===== src/hw/rtcmh_pkg.sv =====
// constants, field layouts and states for the minute/hour/weekday timekeeping slice
// assumes one 40 MHz system clock; serial bus and oscillator pins are sampled into it
package rtcmh_pkg;
  // register byte addresses on the serial bus
  localparam logic [7:0] MIN_ADDR   = 8'h01;
  localparam logic [7:0] HOUR_ADDR  = 8'h02;
  localparam logic [7:0] DAY_OF_WEEK_COUNT_ADDR = 8'h03;
  // reset values
  localparam logic [7:0] MIN_RST    = 8'h00;
  localparam logic [7:0] HOUR_RST   = 8'h00;
  localparam logic [7:0] DAY_OF_WEEK_COUNT_RST  = 8'h01;
  // writable bit masks (bit 7 never stored)
  localparam logic [7:0] TIME_WMASK = 8'h7F;
  localparam logic [7:0] WK_WMASK   = 8'h0F;
  // bcd limits
  localparam logic [7:0] MIN_LAST    = 8'h59;
  localparam logic [7:0] HR24_LAST   = 8'h23;
  localparam logic [7:0] HR12_LAST   = 8'h12;
  localparam logic [7:0] HR12_FLIP   = 8'h11;
  localparam logic [7:0] HR12_FIRST  = 8'h01;
  localparam logic [7:0] BCD_ZERO    = 8'h00;
  localparam logic [3:0] BCD_NINE    = 4'h9;
  localparam logic [2:0] DAY_FIRST   = 3'h1;
  localparam logic [2:0] DAY_LAST    = 3'h7;
  // oscillator supervision
  localparam logic [5:0] OSC_RUN_EDGES = 6'h20;
  localparam int         SYS_CLK_MHZ   = 40;
  localparam int         OSF_TIMEOUT_US = 1000;
  localparam int         OSF_TIMEOUT_CYCLES = OSF_TIMEOUT_US * SYS_CLK_MHZ;
  // bus target address, value arbitrary
  localparam logic [6:0] DEV_ADDR = 7'h2A;
  localparam logic [2:0] BIT_LAST = 3'h7;

  // minutes register layout
  typedef struct packed {
    logic       unused;
    logic [2:0] tens;
    logic [3:0] units;
  } rtcmh_min_t;

  // hours register layout; bit 5 is afternoon flag or tens msb
  typedef struct packed {
    logic       unused;
    logic       fmt12;
    logic       pm_or_ten1;
    logic       ten0;
    logic [3:0] units;
  } rtcmh_hour_t;

  // weekday register layout
  typedef struct packed {
    logic [1:0] unused;
    logic       osc_running;
    logic       pwr_fail;
    logic       bat_en;
    logic [2:0] day;
  } rtcmh_wk_t;

  // serial engine states
  typedef enum logic [2:0] {
    ST_IDLE = 3'b000,
    ST_RX   = 3'b001,
    ST_ACK  = 3'b010,
    ST_TX   = 3'b011,
    ST_MACK = 3'b100
  } rtcmh_state_t;

  // meaning of the byte being received
  typedef enum logic [1:0] {
    K_ADDR = 2'b00,
    K_PTR  = 2'b01,
    K_DATA = 2'b10
  } rtcmh_kind_t;
endpackage


===== src/hw/rtcmh_regs.sv =====
// minute, hour and weekday registers with a two-wire serial target
// assumes minute_tick comes from the seconds slice on sys_clk; pins are asynchronous
`timescale 1ns/1ps

// Overview of operation
// - minute tens: bits 6-4, 0..5
// - minute units: bits 3-0, 0..9
// - bit 7 reads zero, writes ignored
// - hours bit 6 selects 12h or 24h
// - 12h: bit 5 afternoon, bit 4 tens
// - 24h: bits 5-4 hour tens 0..2
// - hour units: bits 3-0, 0..9
// - weekday write clears power failure flag
// - software never sets power failure flag
// - oscillator status: 32 edges set, timeout clears
// - all time values kept as BCD
// - end of day rolls to midnight, carries
// - weekday increments at midnight, 7 wraps 1
module rtcmh_regs #(
  parameter int OSF_TIMEOUT_CYCLES = rtcmh_pkg::OSF_TIMEOUT_CYCLES
) (
  // clock and reset
  input  wire logic sys_clk,
  input  wire logic nrst,
  // serial bus pins
  input  wire logic scl_in,
  input  wire logic sda_in,
  output logic      sda_out,
  output logic      sda_oe,
  // oscillator and power monitor pins
  input  wire logic osc_in,
  input  wire logic power_lost,
  // neighbouring slices
  input  wire logic minute_tick,
  output logic      day_carry,
  output logic      ts_clear,
  output logic      ts_log_en,
  output logic      bat_switch_en
);
  // stored registers
  rtcmh_pkg::rtcmh_min_t  minutes_count;
  rtcmh_pkg::rtcmh_hour_t hours_count;
  rtcmh_pkg::rtcmh_wk_t   weekday_and_status; // gathered from the owner flops below
  logic [2:0] wk_day;      // day of week count
  logic       wk_bat_en;   // battery enable bit
  logic       pf_flag;     // power failure flag
  logic       osc_run;     // oscillator running status
  logic [7:0] rd_byte;     // register addressed by the pointer
  // pin synchronisers; stage 1 feeds only stage 2
  logic [1:0] scl_sync;
  logic [1:0] sda_sync;
  logic [1:0] osc_sync;
  logic [1:0] pwr_sync;
  logic       scl_d;       // previous synced scl
  logic       sda_d;       // previous synced sda
  logic       osc_d;       // previous synced oscillator
  // serial engine
  rtcmh_pkg::rtcmh_state_t state;
  rtcmh_pkg::rtcmh_kind_t  kind;
  logic [2:0] bit_cnt;     // bits moved in current byte
  logic [7:0] shreg;       // receive shift
  logic [7:0] txreg;       // transmit shift
  logic [7:0] ptr;         // register pointer
  logic       reading;     // transfer direction
  logic       ack_on;      // ack slot being driven
  logic       wr_en;       // one-cycle host write
  logic [7:0] wr_addr;
  logic [7:0] wr_data;
  // oscillator and power supervision
  logic [5:0]  edge_cnt;
  logic [31:0] idle_cnt;
  logic        lost_seen;  // power loss waiting for restore

  // pin edges, taken from stage 2 onward only
  logic scl_rise, scl_fall, start_c, stop_c, osc_edge, pf_set;
  assign scl_rise = scl_sync[1] & ~scl_d;
  assign scl_fall = ~scl_sync[1] & scl_d;
  assign start_c  = scl_sync[1] & scl_d & sda_d & ~sda_sync[1];
  assign stop_c   = scl_sync[1] & scl_d & ~sda_d & sda_sync[1];
  assign osc_edge = osc_sync[1] & ~osc_d;
  assign pf_set   = lost_seen & ~pwr_sync[1];

  // bcd increment of two digits, units wrap into tens
  function automatic logic [7:0] bcd_inc(input logic [7:0] v);
    if (v[3:0] == rtcmh_pkg::BCD_NINE) begin
      bcd_inc = {v[7:4] + 4'h1, 4'h0};
    end else begin
      bcd_inc = {v[7:4], v[3:0] + 4'h1};
    end
  endfunction

  // register read decode; unmapped addresses read zero
  function automatic logic [7:0] reg_read(input logic [7:0] a);
    unique case (a)
      rtcmh_pkg::MIN_ADDR:   reg_read = minutes_count;
      rtcmh_pkg::HOUR_ADDR:  reg_read = hours_count;
      rtcmh_pkg::DAY_OF_WEEK_COUNT_ADDR: reg_read = weekday_and_status;
      default:               reg_read = 8'h00;
    endcase
  endfunction

  // read byte for the transmitter; a process so it follows register changes too
  always_comb begin
    rd_byte = reg_read(ptr);
  end

  // two-flop synchronisers plus one delayed copy for edges
  always_ff @(posedge sys_clk) begin
    if (!nrst) begin
      scl_sync <= 2'h3;
      sda_sync <= 2'h3;
      osc_sync <= 2'h0;
      pwr_sync <= 2'h0;
      scl_d    <= 1'b1;
      sda_d    <= 1'b1;
      osc_d    <= 1'b0;
    end else begin
      scl_sync <= {scl_sync[0], scl_in};
      sda_sync <= {sda_sync[0], sda_in};
      osc_sync <= {osc_sync[0], osc_in};
      pwr_sync <= {pwr_sync[0], power_lost};
      scl_d    <= scl_sync[1];
      sda_d    <= sda_sync[1];
      osc_d    <= osc_sync[1];
    end
  end

  // serial target: address, pointer, data bytes with auto-increment
  always_ff @(posedge sys_clk) begin
    if (!nrst) begin
      state   <= rtcmh_pkg::ST_IDLE;
      kind    <= rtcmh_pkg::K_ADDR;
      bit_cnt <= 3'h0;
      shreg   <= 8'h00;
      txreg   <= 8'h00;
      ptr     <= 8'h00;
      reading <= 1'b0;
      ack_on  <= 1'b0;
      sda_oe  <= 1'b0;
      wr_en   <= 1'b0;
      wr_addr <= 8'h00;
      wr_data <= 8'h00;
    end else begin
      wr_en <= 1'b0;
      if (stop_c) begin
        // stop releases the line
        state  <= rtcmh_pkg::ST_IDLE;
        sda_oe <= 1'b0;
      end else if (start_c) begin
        // start or repeated start restarts addressing
        state   <= rtcmh_pkg::ST_RX;
        kind    <= rtcmh_pkg::K_ADDR;
        bit_cnt <= 3'h0;
        ack_on  <= 1'b0;
        sda_oe  <= 1'b0;
      end else begin
        unique case (state)
          rtcmh_pkg::ST_IDLE: begin
            sda_oe <= 1'b0;
          end
          rtcmh_pkg::ST_RX: begin
            if (scl_rise) begin
              shreg   <= {shreg[6:0], sda_sync[1]};
              bit_cnt <= bit_cnt + 3'h1;
              if (bit_cnt == rtcmh_pkg::BIT_LAST) begin
                state <= rtcmh_pkg::ST_ACK;
                unique case (kind)
                  rtcmh_pkg::K_ADDR: begin
                    // foreign address: stay off the bus
                    if (shreg[6:0] != rtcmh_pkg::DEV_ADDR) begin
                      state <= rtcmh_pkg::ST_IDLE;
                    end
                    reading <= sda_sync[1];
                    kind    <= rtcmh_pkg::K_PTR;
                  end
                  rtcmh_pkg::K_PTR: begin
                    ptr  <= {shreg[6:0], sda_sync[1]};
                    kind <= rtcmh_pkg::K_DATA;
                  end
                  default: begin
                    wr_en   <= 1'b1;
                    wr_addr <= ptr;
                    wr_data <= {shreg[6:0], sda_sync[1]};
                    ptr     <= ptr + 8'h01;
                  end
                endcase
              end
            end
          end
          rtcmh_pkg::ST_ACK: begin
            if (scl_fall) begin
              if (!ack_on) begin
                // pull low through the ack bit
                ack_on <= 1'b1;
                sda_oe <= 1'b1;
              end else if (reading) begin
                // load the read byte, msb first; sampled at the first edge of the read
                ack_on  <= 1'b0;
                txreg   <= {rd_byte[6:0], 1'b0};
                sda_oe  <= ~rd_byte[7];
                ptr     <= ptr + 8'h01;
                bit_cnt <= 3'h0;
                state   <= rtcmh_pkg::ST_TX;
              end else begin
                ack_on  <= 1'b0;
                sda_oe  <= 1'b0;
                bit_cnt <= 3'h0;
                state   <= rtcmh_pkg::ST_RX;
              end
            end
          end
          rtcmh_pkg::ST_TX: begin
            if (scl_fall) begin
              bit_cnt <= bit_cnt + 3'h1;
              if (bit_cnt == rtcmh_pkg::BIT_LAST) begin
                sda_oe <= 1'b0;
                state  <= rtcmh_pkg::ST_MACK;
              end else begin
                sda_oe <= ~txreg[7];
                txreg  <= {txreg[6:0], 1'b0};
              end
            end
          end
          rtcmh_pkg::ST_MACK: begin
            // host nack ends the read, ack loads the next byte on the fall
            if (scl_rise) begin
              if (sda_sync[1]) begin
                state <= rtcmh_pkg::ST_IDLE;
              end else begin
                ack_on <= 1'b1;
                state  <= rtcmh_pkg::ST_ACK;
              end
            end
          end
          default: begin
            state <= rtcmh_pkg::ST_IDLE;
          end
        endcase
      end
    end
  end

  // open-drain data: only ever drives low
  always_ff @(posedge sys_clk) begin
    sda_out <= 1'b0;
  end

  // time counting and host writes; a host write wins over a tick in the same cycle
  always_ff @(posedge sys_clk) begin
    if (!nrst) begin
      minutes_count   <= rtcmh_pkg::MIN_RST;
      hours_count     <= rtcmh_pkg::HOUR_RST;
      wk_day          <= rtcmh_pkg::DAY_OF_WEEK_COUNT_RST[2:0];
      wk_bat_en       <= 1'b0;
      day_carry       <= 1'b0;
    end else begin
      day_carry <= 1'b0;
      if (minute_tick) begin
        if (minutes_count == rtcmh_pkg::MIN_LAST) begin
          minutes_count <= rtcmh_pkg::BCD_ZERO;
          if (hours_count.fmt12) begin
            // 12-hour: 11 flips afternoon, 12 goes to 1
            if ({3'h0, hours_count[4:0]} == rtcmh_pkg::HR12_LAST) begin
              hours_count[4:0] <= rtcmh_pkg::HR12_FIRST[4:0];
            end else if ({3'h0, hours_count[4:0]} == rtcmh_pkg::HR12_FLIP) begin
              hours_count[4:0]      <= rtcmh_pkg::HR12_LAST[4:0];
              hours_count.pm_or_ten1 <= ~hours_count.pm_or_ten1;
              day_carry             <= hours_count.pm_or_ten1;
            end else begin
              hours_count[4:0] <= 5'(bcd_inc({3'h0, hours_count[4:0]}));
            end
          end else if ({2'h0, hours_count[5:0]} == rtcmh_pkg::HR24_LAST) begin
            hours_count[5:0] <= rtcmh_pkg::BCD_ZERO[5:0];
            day_carry        <= 1'b1;
          end else begin
            hours_count[5:0] <= 6'(bcd_inc({2'h0, hours_count[5:0]}));
          end
        end else begin
          minutes_count <= bcd_inc(minutes_count);
        end
      end
      // weekday advances on the carry from the previous cycle
      if (day_carry) begin
        wk_day <= (wk_day == rtcmh_pkg::DAY_LAST) ? rtcmh_pkg::DAY_FIRST : wk_day + 3'h1;
      end
      if (wr_en) begin
        unique case (wr_addr)
          rtcmh_pkg::MIN_ADDR:  minutes_count <= wr_data & rtcmh_pkg::TIME_WMASK;
          rtcmh_pkg::HOUR_ADDR: hours_count   <= wr_data & rtcmh_pkg::TIME_WMASK;
          rtcmh_pkg::DAY_OF_WEEK_COUNT_ADDR: begin
            wk_day    <= wr_data[2:0];
            wk_bat_en <= wr_data[3];
          end
          default: begin
            // unmapped writes are dropped
          end
        endcase
      end
    end
  end

  // status byte gathered from its owners; each field keeps a single driver
  always_comb begin
    weekday_and_status.unused      = 2'h0;
    weekday_and_status.osc_running = osc_run;
    weekday_and_status.pwr_fail    = pf_flag;
    weekday_and_status.bat_en      = wk_bat_en;
    weekday_and_status.day         = wk_day;
  end

  // power failure flag: only the monitor sets it, a weekday write clears it unless the monitor sets it in the same cycle
  always_ff @(posedge sys_clk) begin
    if (!nrst) begin
      lost_seen <= 1'b0;
      pf_flag   <= 1'b0;
      ts_clear  <= 1'b0;
      ts_log_en <= 1'b1;
    end else begin
      if (pwr_sync[1]) begin
        lost_seen <= 1'b1;
      end else if (lost_seen) begin
        lost_seen <= 1'b0;
      end
      ts_clear <= 1'b0;
      if (pf_set) begin
        pf_flag <= 1'b1;
      end else if (wr_en && wr_addr == rtcmh_pkg::DAY_OF_WEEK_COUNT_ADDR) begin
        pf_flag  <= 1'b0;
        ts_clear <= pf_flag;
      end
      // timestamps log only while the flag is clear
      ts_log_en <= ~(pf_set | (pf_flag & ~(wr_en && wr_addr == rtcmh_pkg::DAY_OF_WEEK_COUNT_ADDR)));
    end
  end

  // oscillator running status from edge count and idle timeout
  always_ff @(posedge sys_clk) begin
    if (!nrst) begin
      edge_cnt <= 6'h00;
      idle_cnt <= 32'h0;
      osc_run  <= 1'b0;
    end else if (osc_edge) begin
      idle_cnt <= 32'h0;
      if (edge_cnt != rtcmh_pkg::OSC_RUN_EDGES) begin
        edge_cnt <= edge_cnt + 6'h01;
      end
      if (edge_cnt == rtcmh_pkg::OSC_RUN_EDGES - 6'h01) begin
        osc_run <= 1'b1;
      end
    end else if (idle_cnt >= 32'(OSF_TIMEOUT_CYCLES)) begin
      edge_cnt <= 6'h00;
      osc_run  <= 1'b0;
    end else begin
      idle_cnt <= idle_cnt + 32'h1;
    end
  end

  // battery switchover permission follows the enable bit
  always_ff @(posedge sys_clk) begin
    if (!nrst) begin
      bat_switch_en <= 1'b0;
    end else begin
      bat_switch_en <= weekday_and_status.bat_en;
    end
  end

  // checks
  a_bit7_zero: assert property (@(posedge sys_clk) disable iff (!nrst)
    !minutes_count[7] && !hours_count[7] && weekday_and_status.unused == 2'h0)
    else $error("unimplemented bit 7 set");
  a_min_wrap: assert property (@(posedge sys_clk) disable iff (!nrst)
    minute_tick && !wr_en && minutes_count == 8'h59 |=> minutes_count == 8'h00)
    else $error("minutes did not wrap");
  a_min_units: assert property (@(posedge sys_clk) disable iff (!nrst)
    minute_tick && !wr_en && minutes_count.units != 4'h9
    |=> minutes_count.units == $past(minutes_count.units) + 4'h1)
    else $error("minute units not incremented");
  a_day_rollover: assert property (@(posedge sys_clk) disable iff (!nrst)
    minute_tick && !wr_en && minutes_count == 8'h59 && hours_count == 8'h23
    |=> hours_count == 8'h00 && day_carry)
    else $error("24h day rollover wrong");
  a_noon_flip: assert property (@(posedge sys_clk) disable iff (!nrst)
    minute_tick && !wr_en && minutes_count == 8'h59 && hours_count == 8'h51
    |=> hours_count == 8'h72 && !day_carry)
    else $error("12h noon flip wrong");
  a_week_wrap: assert property (@(posedge sys_clk) disable iff (!nrst)
    day_carry && !wr_en && weekday_and_status.day == 3'h7 |=> weekday_and_status.day == 3'h1)
    else $error("weekday wrap wrong");
  a_pf_write_clear: assert property (@(posedge sys_clk) disable iff (!nrst)
    wr_en && wr_addr == 8'h03 && !pf_set |=> !weekday_and_status.pwr_fail ##1 ts_log_en)
    else $error("weekday write left flag set");
  a_pf_no_soft_set: assert property (@(posedge sys_clk) disable iff (!nrst)
    !weekday_and_status.pwr_fail && !pf_set |=> !weekday_and_status.pwr_fail)
    else $error("power flag set without power loss");
  a_osc_start: assert property (@(posedge sys_clk) disable iff (!nrst)
    osc_edge && edge_cnt == 6'h1F |=> weekday_and_status.osc_running)
    else $error("oscillator status not set after 32 edges");
  a_bat_follow: assert property (@(posedge sys_clk) disable iff (!nrst)
    $rose(weekday_and_status.bat_en) |=> bat_switch_en)
    else $error("switchover enable did not follow");
endmodule


===== config.mk =====
export PLATFORM = sky130hd
export DESIGN_NAME = rtcmh_regs
export DESIGN_NICKNAME = d
export VERILOG_FILES = /design/src/hw/rtcmh_pkg.sv /design/src/hw/rtcmh_regs.sv
export SDC_FILE = /design/constraint.sdc
export NUM_CORES = 1
export LEC_CHECK = 0
export ABC_AREA = 1
export BUFFER_PORTS_ARGS = -buffer_cell sky130_fd_sc_hd__buf_2
export CORE_ASPECT_RATIO = 1.25
export CORE_MARGIN = 2
export CORE_UTILIZATION = 45
export DETAILED_ROUTE_END_ITERATION = 16
export HOLD_SLACK_MARGIN = 0.15
export PLACE_DENSITY = 0.66
export SLEW_MARGIN = 20
export SYNTH_ARGS = -nofsm -noshare
export SYNTH_HDL_FRONTEND = slang
export SYNTH_SLANG_ARGS = --single-unit

===== constraint.sdc =====
create_clock -name sys_clk -period 4.56 [get_ports sys_clk]
set_input_delay 0.684 -clock sys_clk [delete_from_list [all_inputs] [get_ports sys_clk]]
set_output_delay 0.684 -clock sys_clk [all_outputs]
set_load 0.02 [all_outputs]

==> results of run 1 <==
[metal layers]
metal	global-route usage	vias up
met3	0.0467	28
met2	0.329	70
met5	0	-
li1	-	2964
met4	0.0970	0
met1	0.226	2508
[synth_stat cells]
cell / number
o21bai_1: 3
nor2_1: 132
mux2_2: 1
clkbuf_1: 13
a22oi_1: 1
ha_1: 17
nand3_2: 1
o21ai_1: 20
a211oi_1: 3
nand4_1: 9
nor2_8: 1
xnor2_1: 4
nand3_1: 76
nor2_2: 2
dfxtp_1: 124
or2_2: 5
nand2_2: 8
nor2_4: 3
a2bb2oi_1: 1
a21oi_1: 67
o211ai_1: 1
inv_1: 123
o22ai_1: 5
nand3_4: 1
buf_4: 1
a31oi_1: 1
nand2_1: 204
nand3b_1: 5
o21ai_0: 40
nor3_1: 16
nor3_2: 1
inv_2: 9
xor2_1: 10
buf_2: 9
nor3b_2: 2
nor3b_1: 5
conb_1: 1
[worst register-to-register path: cells and delay by family (launching register included)]
| family | cells | cell delay [ns] |
|---|---|---|
| buffers and inverters | 1 | 0.10 |
| and+or+nand+nor | 8 | 1.48 |
| DFF | 1 | 0.45 |
[cells in the final DEF (no fill, tap or decap), drive strengths merged, types with 7 or more instances in the layout]
master,instances
a21oi,67
buf,13
clkbuf,26
dfxtp,124
ha,17
inv,132
nand2,212
nand3,78
nand4,9
nor2,138
nor3,17
nor3b,7
o21ai,60
xor2,10
[power by group]
group          switching (W)  internal, W  leakage, nW
registers          0.0000297      0.00111         1.00
clock network       0.000463     0.000999        0.313
logic               0.000152    0.0000735         1.76
total               0.000645      0.00219         3.08
[cell type report]
type | instances | area (sq um)
fillers | 1369 | 6620
flip-flops and latches | 124 | 2480
clock inverters | 5 | 128
well taps | 175 | 219
clock buffers | 26 | 519
multi-input cells | 646 | 3160
inverters | 132 | 495
repair buffers | 13 | 70.1
[kinds of logic after synthesis]
family | Yosys count
compound gates | 142
xor+xnor | 14
fa+ha+maj | 17
buf+inv | 155
flops | 124
mux | 1
other cells | 1
simple gates | 471
[worst max path at each step]
stage	start	depth (start not counted)	end	slack, ns
global placement	nrst	6	idle_cnt[14]	2.35
finish	state[0]	9	txreg[7]	2.41
detailed placement	nrst	6	idle_cnt[4]	2.33
global route	state[2]	10	txreg[7]	2.20
floorplan	nrst	4	scl_sync[0]	2.95
CTS	state[0]	9	txreg[7]	2.48
[stage by stage]
| stage | setup slack [ns] | utilization | hold slack, ns |
|---|---|---|---|
| 2_1_floorplan | 2.95 | - | 0.390 |
| 3_3_place_gp | 2.35 | 0.469 | 0.397 |
| 3_5_place_dp | 2.33 | 0.469 | 0.399 |
| 4_1_cts | 2.48 | 0.516 | 0.412 |
| 5_1_grt | 2.20 | 0.517 | 0.427 |
| 6_report | 2.41 | 0.517 | 0.409 |
[sequential cells by signal (all words and copies together) (netlist names), 2 cells and up]
signal,flops
shreg,7
minutes_count,8
pwr_sync,2
edge_cnt,6
ptr,8
txreg,7
wr_addr,8
wr_data,7
bit_cnt,3
scl_sync,2
state,3
hours_count,7
sda_sync,2
kind,2
wk_day,3
osc_sync,2
idle_cnt,32
==> results.toml, run 1 <==
[detailed_routing]
via_per_inst = 4.97
wl_per_cell_microns = 12.0
antenna_left = 0
highest_layer = "met4"
route.final.wire_length_microns = 13400
wl_met3_microns = 414
m1WireLength_microns = 6040
drc = 0
drtIter0Drc = 274
met2_length_microns = 6640
firstDrtPassIters = 4
vias = 5570

[setup_path]
critPathMaxStageDelay_ns = 0.60
worstRegToRegCells = 9
cp_top_family = "simple AND/OR/NAND/NOR gates"
end_kind = "register"
rrSetupSlack_ns = 2.41
path_buf_inv = 1
reg2reg_from = "state[0]"
path_class = "reg2reg"
critPathRequiredTime_ns = 4.87
crit_chain = "inv_2 > nor2_1 > nand2_1 > nand2_1 > nand2_2 > nor2_4 > nand2_1 > nor2_1 > nor2_1"
start_kind = "register"
slowest_stage = "nor2_1"
cp_max_fo = 11
arrival_ns = 2.46
r2r_end = "txreg[7]"

[clock_network]
numCtsBuffers = 17
hold_buffers = 0
cts-root-buf = "clkbuf_16"
cts_tree = "built"
clock-sinks = 124
worst_skew_pair.late_latency_ns = 0.42
path_clk_slew_ns = 0.05
cts_max_level = 4
cts_buffer_depth = 2
cts_resized = 0
post_cts_buffers = 0

[logic_synthesis]
synth_top_family_by_area = "simple AND/OR/NAND/NOR gates"
synth_area_leader_cell = "dfxtp_1"
synth-xor-area-share = 0.0197
yosysTopAreaCellShare = 0.398
syn_inst = 925
syn_area_sq_um = 6230
synthMuxAreaShare = 0.00181
synth_adder_area_share = 0.0341
synth.avg_cell_area_sq_um = 6.74
yosysSeqAreaShare = 0.398
synth_cell_types = 37
synth_seq_cells = 124
synth_area_leaders = "dfxtp_1, nand2_1, nor2_1"
synth-simple-area-share = 0.331
syn_nets = 949
synth-compound-area-share = 0.119
yosys_warnings = 0

[timing]
fmax_mhz = 465
fin_skew_ns = 0.0144
hold_viol_final = 0
grt_setup_unrepaired = "false"
setup_tns_ns = 0
finalSetupViolCount = 0
fin_crit_ns = 2.15
relSlewSlack = 0.404
worst_pin_slew_ns = 0.893
slew_violations = 0
period_share = 0.472

[global_route]
grt_pass1_wl_microns = 22800
grt_max_degree = 63
grt_pass1_vias = 5183
gr-total-overflow = 0
grt_use_total = 0.194
antenna_found_initial = 0

[floorplan]
dieArea_sq_um = 14800
core_sq_um = 13700
die_w_microns = 109
initial_core_util = 0.455
die_y_microns = 136
io_pins = 13
rows = 48

[final_layout]
final_area_sq_um = 7080
fin_cells = 1121
area_delta_synth_final_pct = 13.5
diodes = 0
drive_gt1_frac = 0.0793
nets = 958

[placement]
portBuffers = 11
placed_cell_area_sq_um = 6420
gp_congestion = 0.860
dp.cells = 1090
dp_hpwl_microns = 9510

[worst_hold_path]
hold_path_end = "pwr_sync[1]"
worstHoldPathType = "reg2reg"
min_from = "pwr_sync[0]"
holdPathStages = 2

[outcome]
status = "complete, no violations"

[flow_run]
drv_cap = 0

[power]
powerDensity_nw_per_um2 = 400
p_leak_nw = 3.08
irDropWorstVdd_v = 0.000254
finalPower_w = 0.00283
No activity file was read; power rests on OpenSTA's default activity.
==> run 2, diff against run 1 <==
--- a/config.mk
+++ b/config.mk
@@ -5,7 +5,7 @@
 export SDC_FILE = /design/constraint.sdc
 export NUM_CORES = 1
 export LEC_CHECK = 0
-export ABC_AREA = 1
+export ABC_AREA = 0
 export BUFFER_PORTS_ARGS = -buffer_cell sky130_fd_sc_hd__buf_2
 export CORE_ASPECT_RATIO = 1.25
 export CORE_MARGIN = 2
==> constraint.sdc (replaced) <==
create_clock -name sys_clk -period 2.2 [get_ports sys_clk]
set_input_delay 0.33 -clock sys_clk [delete_from_list [all_inputs] [get_ports sys_clk]]
set_output_delay 0.33 -clock sys_clk [all_outputs]
set_load 0.02 [all_outputs]
==> run 2 against run 1 <==
Compared with the run above: combinational power fell by 35%; largest cell class unchanged; utilization rose by 1.6 points; die area fell by 4.9%; clock skew fell by 0.0046 ns; first-iteration DRC count rose by 0.36%; global-route usage rose by 0.34 points; worst hold slack got worse by 0.11 ns.
==> results.toml, run 2 <==
[setup_path]
slowest_stage = "dfxtp_1"
cp_top_family = "simple AND/OR/NAND/NOR gates"
rrSetupSlack_ns = 0.15
end_kind = "register"
crit_chain = "nand2b_1 > a2bb2oi_1 > or4_1 > o21ai_0 > a21oi_1"
critPathMaxStageDelay_ns = 0.61
start_kind = "register"
reg2reg_from = "state[1]"
worstRegToRegCells = 5
path_class = "reg2reg"
cp_max_fo = 15
r2r_end = "ptr[7]"
arrival_ns = 2.36
path_buf_inv = 0
critPathRequiredTime_ns = 2.51

[power]
combinationalPowerShare = 0.028
powerDensity_nw_per_um2 = 780
seq_power_share = 0.431
irDropWorstVdd_v = 0.000566
sw_frac_of_total = 0.226
p_leak_nw = 2.62
internal_power_w = 0.00412
net-switching-power_w = 0.00120
p_clk_frac = 0.542

[placement]
dp_slack_ns = 0.217
dp_hpwl_microns = 9270
portBuffers = 11
placed_cell_area_sq_um = 6160
gp_congestion = 0.877
dp.cells = 832

[logic_synthesis]
syn_area_sq_um = 5920
syn_inst = 674
synth_area_leader_cell = "dfxtp_1"
yosysSeqAreaShare = 0.419
synth_cell_types = 67
yosys_warnings = 0
synthMostInstantiatedCell = "dfxtp_1"
async_reset_ff_frac = 0
yosysTopAreaCellShare = 0.419
synthFlopType = "dfxtp_1"
synth_edf_count = 0
syn_nets = 698
synth.avg_cell_area_sq_um = 8.78
synth_seq_cells = 124
synth_area_leaders = "dfxtp_1, nor2_1, mux2i_1"
synth.top_cells.by_count = "dfxtp_1, nor2_1, nand2_1"

[final_layout]
drive_gt1_frac = 0.130
top_register = "idle_cnt"
fin_cells = 868
final_area_sq_um = 6810
diodes = 0
final_cell_mix = "dfxtp_1, nor2_1, nand2_1"
layout_commonest_cell = "dfxtp_1"
largest_reg_flops = 32
nets = 711
area_delta_synth_final_pct = 15.1

[floorplan]
die_y_microns = 132
io_pins = 13
dieArea_sq_um = 14100
core_sq_um = 12800
rows = 46
initial_core_util = 0.463
die_w_microns = 107

[timing]
fin_crit_ns = 2.05
relSlewSlack = 0.540
grt_setup_unrepaired = "false"
holdWs_ns = 0.302
fmax_mhz = 488
fin_skew_ns = 0.00980
period_share = 0.932
worst_pin_slew_ns = 0.689
setup_ws_ns = 0.149
slew_violations = 0
finalSetupViolCount = 0
hold_viol_final = 0
setup_tns_ns = 0

[global_route]
antenna_found_initial = 0
grt_max_degree = 48
grt_pass1_vias = 4801
grt_use_total = 0.197
grt_pass1_wl_microns = 22300
gr-total-overflow = 0

[clock_network]
clock-sinks = 124
worst_skew_pair.late_latency_ns = 0.43
numCtsBuffers = 17
path_clk_slew_ns = 0.06
cts_max_level = 4
cts_buffer_depth = 2
cts_tree = "built"
cts-root-buf = "clkbuf_16"

[detailed_routing]
m1WireLength_microns = 5830
drtIter0Drc = 275
met2_length_microns = 6780
route.final.wire_length_microns = 13300
wl_met3_microns = 478
firstDrtPassIters = 5
antenna_left = 0
wl_per_cell_microns = 15.4
via_per_inst = 5.69
vias = 4941
drc = 0
highest_layer = "met4"

[worst_hold_path]
worstHoldPathType = "in2reg"
min_from = "nrst"
holdPathStages = 2
hold_path_end = "sda_d"

[outcome]
status = "complete, no violations"

[flow_run]
drv_cap = 0
==> run 2: cell types whose count changed after synthesis, moves of 29 or more <==
cell     previous run  this run
a21oi_1            67        34
nor2_1            132        85
mux2i_1             0        29
nand2_1           204        49
inv_1             123        18
nand3_1            76        22
==> run 2: worst max-delay path by stage <==
| stage | from | to | slack (ns) | cells past startpoint |
|---|---|---|---|---|
| floorplan | bit_cnt[0] | ptr[6] | 0.25 | 9 |
| global placement | wr_addr[4] | minutes_count[6] | 0.29 | 5 |
| detailed placement | wr_addr[4] | minutes_count[5] | 0.22 | 5 |
| CTS | wr_addr[4] | minutes_count[5] | 0.18 | 5 |
| global route | state[1] | ptr[7] | 0.002 | 5 |
| finish | state[1] | ptr[7] | 0.15 | 5 |
==> run 2: layer usage <==
| layer | vias up | global-route usage |
|---|---|---|
| met4 | 0 | 0.0808 |
| met5 | - | 0 |
| met2 | 83 | 0.334 |
| li1 | 2465 | - |
| met1 | 2373 | 0.232 |
| met3 | 20 | 0.0568 |
==> run 2: logic make-up after synthesis <==
| logic type | Yosys count | synth area share |
|---|---|---|
| AND/OR/NAND/NOR | 289 | 0.267 |
| AO/OA/AOI/OAI | 140 | 0.162 |
| flip-flops | 124 | 0.419 |
| buffers and inverters | 56 | 0.0389 |
| multiplexers | 30 | 0.0509 |
| adder cells (fa/ha/maj) | 17 | 0.0359 |
| XOR/XNOR | 17 | 0.0252 |
| other | 1 | 0.000634 |
==> run 2: area by class of cell <==
type                            instances  area, sq um
Fill cell                            1194         5960
Tap cell                              168          210
Clock buffer                           17          425
Multi-Input combinational cell        494         3210
Clock inverter                         15          185
Sequential cell                       124         2480
Inverter                               18         67.6
Timing Repair Buffer                   32          235
==> run 2: what timing repair did <==
item | CTS | global route
buffers inserted | 0 | 0
gates resized for setup | 0 | 0
hold buffers | 4 | 0
hold endpoints to repair | 4 | 0
==> run 2: power by group through the flow <==
| stage | combinational, W | sequential [W] | clock, W |
|---|---|---|---|
| floorplan | 0.000103 | 0.00233 | 0 |
| global placement | 0.000137 | 0.00234 | 0 |
| detailed placement | 0.000142 | 0.00234 | 0 |
| CTS | 0.000148 | 0.00229 | 0.00295 |
| global route | 0.000164 | 0.00229 | 0.00306 |
| finish | 0.000147 | 0.00229 | 0.00288 |
==> run 2: through the flow <==
| stage | utilization | total power [W] |
|---|---|---|
| finish | 0.533 | 0.00531 |
| global route | 0.533 | 0.00551 |
| CTS | 0.533 | 0.00538 |
| detailed placement | 0.482 | 0.00248 |
| global placement | 0.482 | 0.00247 |
| floorplan | - | 0.00243 |
